--- src/spfc_pkg.sv ---
// constants, register layouts and carrier types for the serial port framing block
// Operation
// - sync select clear: independent tx and rx timing
// - sync select set: one shared clock, frame sync
// - separate receive and transmit interrupt requests
// - internal bit clock from prescalers, frame dividers
// - gated sync: clock pin, flags, pin two sync
// - gated async: pin zero rx clock, syncs
// - continuous sync: pin two shared frame sync
// - continuous async: pin one rx, two tx sync
// - length select clear: word-long frame sync
// - length select set: one-bit sync before data
// - length mix gives rx and tx opposite lengths
// - rx ignores frame sync edge before frame ends
// - transmit data high impedance between frames
// - shift direction clear: msb first both ways
// - shift direction set: lsb first both ways
// - external gated: enable rise first, disable fall last
// - external gated clock ignores frame sync entirely
package spfc_pkg;

  // register byte offsets on the apb bus
  localparam logic [7:0] SPFC_OFF_CTRL = 8'h00;
  localparam logic [7:0] SPFC_OFF_DIV = 8'h04;
  localparam logic [7:0] SPFC_OFF_TXD = 8'h08;
  localparam logic [7:0] SPFC_OFF_RXD = 8'h0c;
  localparam logic [7:0] SPFC_OFF_STAT = 8'h10;
  localparam logic [7:0] SPFC_OFF_MASK = 8'h14;

  // sticky event bit positions in status and mask
  localparam int SPFC_ST_TXE = 0;
  localparam int SPFC_ST_TXU = 1;
  localparam int SPFC_ST_RXF = 2;
  localparam int SPFC_ST_RXO = 3;
  localparam int SPFC_ST_DROP = 4;
  localparam int SPFC_ST_W = 5;

  // reset values
  localparam logic [31:0] SPFC_CTRL_RST = 32'h000f_0000;
  localparam logic [31:0] SPFC_DIV_RST = 32'h0000_0000;
  localparam logic [4:0] SPFC_MASK_RST = 5'h00;

  // half bit period multiplier: 2 * (fixed prescale 1 or 8)
  localparam logic [16:0] SPFC_HALF_MUL1 = 17'h00002;
  localparam logic [16:0] SPFC_HALF_MUL8 = 17'h00010;

  // control register layout
  typedef struct packed {
    logic [11:0] rsv_hi;
    logic [3:0] word_len_m1;
    logic [2:0] rsv_lo;
    logic flag1_val;
    logic flag0_val;
    logic flag1_oe;
    logic flag0_oe;
    logic fsync_internal;
    logic clock_internal;
    logic rx_enable;
    logic tx_enable;
    logic shift_direction;
    logic frame_length_mix;
    logic frame_length_select;
    logic gated_clock;
    logic tx_rx_sync_select;
  } spfc_ctrl_t;

  // divider register layout
  typedef struct packed {
    logic [10:0] rsv_hi;
    logic [4:0] frame_div;
    logic [2:0] rsv_lo;
    logic prescale_fixed8;
    logic [11:0] prescale_mod;
  } spfc_div_t;

  // apb request from the master
  typedef struct packed {
    logic psel;
    logic penable;
    logic pwrite;
    logic [7:0] paddr;
    logic [31:0] pwdata;
  } spfc_apb_req_t;

  // one bit per multiplexed port pin
  typedef struct packed {
    logic sck;
    logic aux_pin_zero;
    logic aux_pin_one;
    logic aux_pin_two;
    logic txd;
  } spfc_pins_t;

endpackage

--- src/spfc_port.sv ---
// synchronous serial port: framing, pin muxing, shifters and apb registers
//
// Implementation choices: the APB register port and the register addresses.
`timescale 1ns/1ps
module spfc_port
  import spfc_pkg::*;
(
  // clock and reset
  input wire logic clock_i,
  input wire logic rstn_i,
  // apb slave
  input wire spfc_apb_req_t apb_i,
  output logic pready_o,
  output logic [31:0] prdata_o,
  output logic pslverr_o,
  // port pins: input level, output level, active-low enable
  input wire spfc_pins_t pin_i,
  output spfc_pins_t pin_o,
  output spfc_pins_t pin_oe_n_o,
  input wire logic rx_data_i,
  // interrupts
  output logic rx_irq_o,
  output logic tx_irq_o,
  output logic irq_o
);

  typedef struct packed {
    spfc_ctrl_t ctrl;
    spfc_div_t div;
    logic [SPFC_ST_W-1:0] mask;
    logic [SPFC_ST_W-1:0] stat;
    logic [15:0] txd;
    logic tx_held;
    logic [15:0] rxd;
    logic rx_held;
    logic [31:0] prdata;
    logic pslverr;
    logic [16:0] gcnt;
    logic bclk;
    logic [9:0] gbit;
    logic irise;
    logic ifall;
    logic ifs_tx;
    logic ifs_rx;
    logic sck_p;
    logic aux0_p;
    logic t_act;
    logic t_arm;
    logic t_fsp;
    logic [4:0] t_cnt;
    logic [15:0] t_word;
    logic t_out;
    logic t_oe_n;
    logic r_act;
    logic r_arm;
    logic r_fsp;
    logic [4:0] r_cnt;
    logic [15:0] r_word;
    spfc_pins_t pins;
    spfc_pins_t pins_oe_n;
  } spfc_state_t;

  spfc_state_t st_r;
  spfc_state_t st_nxt;

  // bit position of the cnt-th bit on the wire within a word
  function automatic logic [3:0] spfc_bit_idx(input logic lsb_first,
    input logic [3:0] wl_m1, input logic [4:0] cnt);
    spfc_bit_idx = lsb_first ? cnt[3:0] : wl_m1 - cnt[3:0];
  endfunction

  // decoded views used by the datapath and the checks
  logic [3:0] wl;
  logic tx_bitlen;
  logic rx_bitlen;
  logic ext_gated;
  logic t_rise;
  logic t_fall;
  logic r_rise;
  logic r_fall;
  logic t_fs;
  logic r_fs;
  logic t_lead;
  logic r_lead;
  logic t_go;
  logic r_go;
  logic [16:0] half_m1;
  logic [9:0] period_m1;
  logic [SPFC_ST_W-1:0] ev;
  logic setup;
  logic access;
  logic [15:0] rw;
  logic [15:0] tw;

  always_comb
  begin
    st_nxt = st_r;
    ev = '0;
    rw = st_r.r_word;
    tw = st_r.txd;
    wl = st_r.ctrl.word_len_m1;
    // rx follows the select bit, tx takes the opposite when mixed
    rx_bitlen = st_r.ctrl.frame_length_select;
    tx_bitlen = st_r.ctrl.frame_length_select
      ^ st_r.ctrl.frame_length_mix;
    ext_gated = st_r.ctrl.gated_clock & !st_r.ctrl.clock_internal;

    // bit clock: fixed prescale then modulus prescale
    half_m1 = 17'(({4'h0, 13'(st_r.div.prescale_mod) + 13'h0001}
      * (st_r.div.prescale_fixed8 ? SPFC_HALF_MUL8 : SPFC_HALF_MUL1))
      - 17'h00001);
    // frame length in bits: word length times words per frame
    period_m1 = 10'((10'({6'h0, wl}) + 10'h001)
      * (10'({5'h00, st_r.div.frame_div}) + 10'h001) - 10'h001);
    st_nxt.irise = 1'b0;
    st_nxt.ifall = 1'b0;
    if (st_r.gcnt >= half_m1)
    begin
      st_nxt.gcnt = '0;
      st_nxt.bclk = !st_r.bclk;
      st_nxt.irise = !st_r.bclk;
      st_nxt.ifall = st_r.bclk;
      if (!st_r.bclk)
      begin
        st_nxt.gbit = (st_r.gbit >= period_m1) ? 10'h000
          : st_r.gbit + 10'h001;
      end
    end
    else
    begin
      st_nxt.gcnt = st_r.gcnt + 17'h00001;
    end
    // internal syncs: word long over data slots, bit long in last slot
    st_nxt.ifs_tx = tx_bitlen ? (st_nxt.gbit == period_m1)
      : (st_nxt.gbit <= {6'h00, wl});
    st_nxt.ifs_rx = rx_bitlen ? (st_nxt.gbit == period_m1)
      : (st_nxt.gbit <= {6'h00, wl});

    // clock and sync sources per direction; pins are sampled as-is
    st_nxt.sck_p = pin_i.sck;
    st_nxt.aux0_p = pin_i.aux_pin_zero;
    t_rise = st_r.ctrl.clock_internal ? st_r.irise
      : (pin_i.sck & !st_r.sck_p);
    t_fall = st_r.ctrl.clock_internal ? st_r.ifall
      : (!pin_i.sck & st_r.sck_p);
    if (st_r.ctrl.tx_rx_sync_select)
    begin
      r_rise = t_rise;
      r_fall = t_fall;
    end
    else
    begin
      r_rise = st_r.ctrl.clock_internal ? st_r.irise
        : (pin_i.aux_pin_zero & !st_r.aux0_p);
      r_fall = st_r.ctrl.clock_internal ? st_r.ifall
        : (!pin_i.aux_pin_zero & st_r.aux0_p);
    end
    t_fs = st_r.ctrl.fsync_internal ? st_r.ifs_tx : pin_i.aux_pin_two;
    if (st_r.ctrl.fsync_internal)
    begin
      r_fs = st_r.ifs_rx;
    end
    else
    begin
      r_fs = st_r.ctrl.tx_rx_sync_select ? pin_i.aux_pin_two
        : pin_i.aux_pin_one;
    end
    t_lead = t_fs & !st_r.t_fsp;
    r_lead = r_fs & !st_r.r_fsp;
    // external gated clock carries its own framing; syncs unused
    t_go = ext_gated | (tx_bitlen ? st_r.t_arm : t_lead);
    r_go = ext_gated | (rx_bitlen ? st_r.r_arm : r_lead);

    // transmitter: drive on rising edge, release on falling edge
    if (t_rise)
    begin
      st_nxt.t_fsp = t_fs;
      st_nxt.t_arm = tx_bitlen & t_lead;
      if (st_r.t_act)
      begin
        if (st_r.t_cnt <= {1'b0, wl})
        begin
          st_nxt.t_out = st_r.t_word[spfc_bit_idx(
            st_r.ctrl.shift_direction, wl, st_r.t_cnt)];
          st_nxt.t_cnt = st_r.t_cnt + 5'h01;
        end
      end
      else if (t_go & st_r.ctrl.tx_enable)
      begin
        // on underrun the previous word is sent again
        tw = st_r.tx_held ? st_r.txd : st_r.t_word;
        st_nxt.t_word = tw;
        st_nxt.t_out = tw[spfc_bit_idx(st_r.ctrl.shift_direction, wl,
          5'h00)];
        st_nxt.t_cnt = 5'h01;
        st_nxt.t_act = 1'b1;
        st_nxt.t_oe_n = 1'b0;
        st_nxt.tx_held = 1'b0;
        ev[SPFC_ST_TXE] = 1'b1;
        ev[SPFC_ST_TXU] = !st_r.tx_held;
      end
    end
    else if (t_fall & st_r.t_act & (st_r.t_cnt == 5'({1'b0, wl}) + 5'h01))
    begin
      // floated in every gap between frames
      st_nxt.t_act = 1'b0;
      st_nxt.t_oe_n = 1'b1;
    end

    // receiver: frame sync on rising edge, sample on falling edge
    if (r_rise)
    begin
      st_nxt.r_fsp = r_fs;
      // a bit sync may overlap the last bit of the running frame
      st_nxt.r_arm = rx_bitlen & r_lead & (!st_r.r_act
        | (st_r.r_cnt == {1'b0, wl}));
      if (!st_r.r_act)
      begin
        if (r_go & st_r.ctrl.rx_enable)
        begin
          st_nxt.r_act = 1'b1;
          st_nxt.r_cnt = 5'h00;
          st_nxt.r_word = 16'h0000;
        end
      end
      else if (r_lead & !ext_gated
        & !(rx_bitlen & (st_r.r_cnt == {1'b0, wl})))
      begin
        // early edge is not recognised; the partner broke framing
        ev[SPFC_ST_DROP] = 1'b1;
      end
    end
    if (r_fall & st_r.r_act)
    begin
      rw[spfc_bit_idx(st_r.ctrl.shift_direction, wl, st_r.r_cnt)]
        = rx_data_i;
      st_nxt.r_word = rw;
      st_nxt.r_cnt = st_r.r_cnt + 5'h01;
      if (st_r.r_cnt == {1'b0, wl})
      begin
        st_nxt.r_act = 1'b0;
        st_nxt.rxd = rw;
        st_nxt.rx_held = 1'b1;
        ev[SPFC_ST_RXF] = 1'b1;
        ev[SPFC_ST_RXO] = st_r.rx_held;
      end
    end

    // apb: read data is captured in the setup cycle, zero wait states
    setup = apb_i.psel & !apb_i.penable;
    access = apb_i.psel & apb_i.penable;
    if (setup)
    begin
      st_nxt.pslverr = 1'b0;
      case (apb_i.paddr)
        SPFC_OFF_CTRL: st_nxt.prdata = st_r.ctrl;
        SPFC_OFF_DIV: st_nxt.prdata = st_r.div;
        SPFC_OFF_TXD: st_nxt.prdata = {16'h0000, st_r.txd};
        SPFC_OFF_RXD: st_nxt.prdata = {16'h0000, st_r.rxd};
        SPFC_OFF_STAT: st_nxt.prdata = {16'h0000, 2'h0, pin_i.aux_pin_one,
          pin_i.aux_pin_zero, 2'h0, st_r.r_act, st_r.t_act,
          3'h0, st_r.stat};
        SPFC_OFF_MASK: st_nxt.prdata = {27'h0000000, st_r.mask};
        default:
        begin
          st_nxt.prdata = 32'h0000_0000;
          st_nxt.pslverr = 1'b1;
        end
      endcase
    end
    if (access & apb_i.pwrite)
    begin
      case (apb_i.paddr)
        SPFC_OFF_CTRL: st_nxt.ctrl = apb_i.pwdata;
        SPFC_OFF_DIV: st_nxt.div = apb_i.pwdata;
        SPFC_OFF_TXD:
        begin
          st_nxt.txd = apb_i.pwdata[15:0];
          st_nxt.tx_held = 1'b1;
        end
        SPFC_OFF_MASK: st_nxt.mask = apb_i.pwdata[SPFC_ST_W-1:0];
        default: st_nxt.pslverr = st_r.pslverr;
      endcase
    end
    if (access & !apb_i.pwrite & (apb_i.paddr == SPFC_OFF_RXD)
      & !ev[SPFC_ST_RXF])
    begin
      st_nxt.rx_held = 1'b0;
    end
    // read clears status, a new event in the same cycle still lands
    st_nxt.stat = ((access & !apb_i.pwrite
      & (apb_i.paddr == SPFC_OFF_STAT)) ? '0 : st_r.stat) | ev;

    // pin outputs registered to keep the clock pins glitch free
    st_nxt.pins.sck = st_nxt.bclk & (!st_r.ctrl.gated_clock
      | (st_nxt.gbit <= {6'h00, wl}));
    st_nxt.pins_oe_n.sck = !st_r.ctrl.clock_internal;
    st_nxt.pins.txd = st_nxt.t_out;
    st_nxt.pins_oe_n.txd = st_nxt.t_oe_n;
    st_nxt.pins.aux_pin_two = st_nxt.ifs_tx;
    st_nxt.pins_oe_n.aux_pin_two = !st_r.ctrl.fsync_internal;
    if (st_r.ctrl.tx_rx_sync_select)
    begin
      // shared timing: pins zero and one are plain flags
      st_nxt.pins.aux_pin_zero = st_r.ctrl.flag0_val;
      st_nxt.pins_oe_n.aux_pin_zero = !st_r.ctrl.flag0_oe;
      st_nxt.pins.aux_pin_one = st_r.ctrl.flag1_val;
      st_nxt.pins_oe_n.aux_pin_one = !st_r.ctrl.flag1_oe;
    end
    else
    begin
      st_nxt.pins.aux_pin_zero = st_nxt.pins.sck;
      st_nxt.pins_oe_n.aux_pin_zero = !st_r.ctrl.clock_internal;
      st_nxt.pins.aux_pin_one = st_nxt.ifs_rx;
      st_nxt.pins_oe_n.aux_pin_one = !st_r.ctrl.fsync_internal;
    end
  end

  // single state register
  always_ff @(posedge clock_i or negedge rstn_i)
  begin
    if (!rstn_i)
    begin
      st_r <= '0;
      st_r.ctrl <= SPFC_CTRL_RST;
      st_r.div <= SPFC_DIV_RST;
      st_r.mask <= SPFC_MASK_RST;
      st_r.t_oe_n <= 1'b1;
      st_r.pins_oe_n <= 5'h1f;
    end
    else
    begin
      st_r <= st_nxt;
    end
  end

  // bus answers and interrupt requests
  assign pready_o = 1'b1;
  assign prdata_o = st_r.prdata;
  assign pslverr_o = st_r.pslverr;
  assign pin_o = st_r.pins;
  assign pin_oe_n_o = st_r.pins_oe_n;
  assign rx_irq_o = |(st_r.stat & st_r.mask & 5'h1c);
  assign tx_irq_o = |(st_r.stat & st_r.mask & 5'h03);
  assign irq_o = rx_irq_o | tx_irq_o;
endmodule

--- config.mk ---
export PLATFORM = sky130hd
export DESIGN_NAME = spfc_port
export DESIGN_NICKNAME = d
export VERILOG_FILES = /design/src/spfc_pkg.sv /design/src/spfc_port.sv
export SDC_FILE = /design/constraint.sdc
export NUM_CORES = 1
export LEC_CHECK = 0
export ABC_CLOCK_PERIOD_IN_PS = 12100
export BUFFER_PORTS_ARGS = -buffer_cell sky130_fd_sc_hd__buf_2
export CAP_MARGIN = 20
export CELL_PAD_IN_SITES_DETAIL_PLACEMENT = 1
export CELL_PAD_IN_SITES_GLOBAL_PLACEMENT = 1
export CORE_UTILIZATION = 45
export DETAILED_ROUTE_END_ITERATION = 10
export GPL_TIMING_DRIVEN = 0
export PLACE_DENSITY = 0.75
export SLEW_MARGIN = 15
export SYNTH_ARGS = -nofsm -noshare
export SYNTH_HDL_FRONTEND = slang
export SYNTH_SLANG_ARGS = --single-unit
--- constraint.sdc ---
create_clock -name clock_i -period 12.1 [get_ports clock_i]
set_clock_uncertainty 0.1 [all_clocks]
set_input_delay 3.025 -clock clock_i [delete_from_list [all_inputs] [get_ports clock_i]]
set_output_delay 3.025 -clock clock_i [all_outputs]
set_load 0.005 [all_outputs]
==> flow_metrics.py <==
metrics = {
    "synth": {
        "synthSimpleGateAreaFrac_pct": 12.8,
        "synthArstFlopShare_pct": 100,
        "syn_inst": 1472,
        "avgSynthCellArea_sq_um": 9.95,
        "ys.flop_type": "dfrtp_1",
        "yosys-top-cells-area": "dfrtp_1 (38%), ha_1 (8.9%), mux2_2 (7.7%), nand2_1 (3.2%), inv_1 (2.8%)",
        "syn_nets": 1646,
        "yosysTopAreaCell": "dfrtp_1",
        "synthAdderAreaFrac_pct": 11.5,
        "synth_xor_area_share_pct": 4.61,
        "synth_largest_type_area_fraction_pct": 38.1,
        "netlist_area_sq_um": 14600,
        "ys_ff_latch": 232,
        "synthMuxAreaShare_pct": 11.5,
        "synth_cell_types": 75,
        "synth_edf_count": 0,
        "synth_seq_area_share_pct": 39.7,
        "synth_compound_area_share_pct": 13.4,
        "synth_top_family_by_area": "compound AO/OA/AOI/OAI gates",
        "yosysWarnings": 0,
    },
    "clock_network": {
        "cts_sinks": 232,
        "cts_setup_buffers": 0,
        "cts_hold_buf": 0,
        "cts-root-buf": "clkbuf_16",
        "tritoncts": "yes",
        "cts_resized": 0,
        "path_clk_slew_ns": 0.06,
        "htreeDepth": 1,
        "clock_path_buffers": 3,
        "insertion_delay_ns": 0.57,
        "cts_buffers": 26,
    },
    "routing": {
        "vias": 11694,
        "firstDrtPassIters": 5,
        "drcViolationCount": 0,
        "finalWirelength_um": 43300,
        "viasPerCell": 5.70,
        "drt-initial-drc-count": 657,
        "ant_nets": 0,
        "wl_per_cell_um": 21.1,
    },
    "hold_path": {
        "min_path_type": "flip-flop to flip-flop",
        "holdPathStages": 2,
    },
    "final_layout": {
        "drive_above_1_share_pct": 20.5,
        "instances_no_fill": 2053,
        "diodes": 0,
        "syn_to_final_growth_pct": 13.3,
        "layout.nets": 1772,
        "final_common_cell": "dfrtp_1",
        "layout_common_cells": "dfrtp_1 (223), nand2_1 (125), inv_1 (108)",
        "fin_util_pct": 52.2,
    },
    "critical_path": {
        "end_kind": "flip-flop",
        "worstPathArrival_ns": 8.78,
        "crit_required_ns": 12.45,
        "slowest_stage": "xnor2_1",
        "crit_path_frequent_cell": "ha_1",
        "path_class": "flip-flop to flip-flop",
        "startpoint_type": "flip-flop",
        "critPathMaxStageDelay_ns": 0.62,
        "reg2reg_depth": 29,
        "cp_max_fo": 10,
    },
    "timing": {
        "whs_ns": 0.385,
        "max_freq_mhz": 119,
        "worstMarginPinSlew_ns": 1.12,
        "tns_ns": 0,
        "rsz0062_at_grt": "false",
        "slew_violations": 0,
        "hold_viol_final": 0,
        "min_period_ns": 8.42,
        "max-slew-margin-rel_pct": 24.8,
        "post-route-period-util_pct": 69.6,
        "finalSetupViolations": 0,
    },
    "global_routing": {
        "grt_pass1_wl_um": 69100,
        "grt_overflow": 0,
        "grt_pass1_vias": 12408,
        "grt_max_degree": 97,
        "antenna_found_initial": 0,
        "grt_use_total_pct": 26.7,
    },
    "die": {
        "start_util_pct": 46.0,
        "dieArea_sq_um": 33300,
        "die_w_um": 182,
        "ios": 98,
        "fp.dieH_um": 182,
        "rows": 65,
        "core_area_sq_um": 31800,
    },
    "power": {
        "leakage_nw": 8.23,
        "power.density_nw_per_um2": 120,
        "ir_drop_mv": 0.106,
    },
    "place": {
        "hpwl_um": 33400,
        "dp.cells": 2004,
        "gp_congestion": 0.827,
        "portBuffers": 93,
    },
    "outcome": {
        "status": "complete, no violations",
    },
    "job": {
        "drv_cap": 0,
    },
}
[state kept, by name (all words and copies together), names as in the netlist]
signal and cells:
pin_oe_n_o 5, st_r 184, pslverr_o 1, rx_bitlen 1, pin_o 5, prdata_o 32, wl 4
[final timing paths]
path / start / slack [ns] / end
hold reg to reg: prdata_o[18] / 0.39 / prdata_o[18]
setup reg to reg: wl[0] / 3.68 / pin_o[3]
setup / recovery: wl[0] / 3.68 / pin_o[3]
hold / removal: prdata_o[18] / 0.39 / prdata_o[18]
max in group asynchronous: rstn_i / 8.61 / wl[0]
min in group asynchronous: rstn_i / 2.37 / st_r[90]
[synthesized netlist by cell type, types with 4 or more instances]
cell type / instances
o21ai_0: 79
nor2_1: 101
xnor2_1: 31
o31ai_1: 13
and3_1: 11
dfrtp_1: 223
a211oi_1: 6
mux4_2: 11
mux2_2: 100
a22oi_1: 18
nand2b_1: 27
xor2_1: 46
or2_2: 15
nor2b_1: 16
a221oi_1: 14
inv_1: 108
fa_1: 19
nand2_1: 125
a221o_1: 4
a22o_1: 11
ha_1: 104
nand4_1: 17
a21oi_1: 72
o22ai_1: 17
dfstp_2: 9
a31oi_1: 7
buf_4: 43
mux2i_1: 31
a21o_1: 12
a21boi_0: 7
nor3_1: 16
o211ai_1: 5
clkbuf_1: 47
and2_1: 8
nand3_1: 29
o21a_1: 6
[layer usage]
metal  track usage [%]  part of all wire, %  up-vias
met5                 0                    0        -
met4              8.61                  3.1        0
met3              3.61                  4.2       75
met2              45.3                   48      247
met1              35.2                   44     5968
li1                  -                    -     5404
[where the power goes]
part           switching [mW]  internal (mW)
clock                   0.337          0.442
sequential             0.0428          0.812
combinational           0.210          0.153
[logic make-up (layout without fill, tap and decap cells)]
family,Yosys count,count (layout)
multiplexers,142,142
flip-flops,232,232
adder cells (fa/ha/maj),123,123
XOR/XNOR,77,77
buffers and inverters,205,351
AND/OR/NAND/NOR,389,389
other,1,1
AO/OA/AOI/OAI,303,303
[cell type report]
| type | instances | area (sq um) |
|---|---|---|
| buffer | 95 | 528 |
| fill | 3608 | 15200 |
| inverter | 110 | 413 |
| multi-input combinational | 1035 | 7890 |
| clock inverter | 9 | 76.3 |
| tap | 435 | 544 |
| clock buffer | 39 | 769 |
| sequential | 232 | 5820 |
| timing repair buffer | 98 | 546 |
[stage by stage]
step	instance area, sq um	worst slack (ns)	total power, mW
floorplan	14600	5.22	1.10
global placement	15700	3.66	1.21
detailed placement	15700	3.68	1.23
CTS	16600	3.63	2.01
global route	16600	2.91	2.09
finish	16600	3.68	2.00
[critical path, delay by kind of cell, from the launching register on]
| family | cells | cell delay (ns) |
|---|---|---|
| xor gates and xnor gates | 1 | 0.62 |
| buffers and inverters | 2 | 0.60 |
| adders and majority gates | 6 | 2.32 |
| AOI/OAI and AO/OA | 11 | 2.40 |
| DFF | 1 | 0.59 |
| and+or+nand+nor | 9 | 1.68 |
No activity file was read; power rests on OpenSTA's default activity.
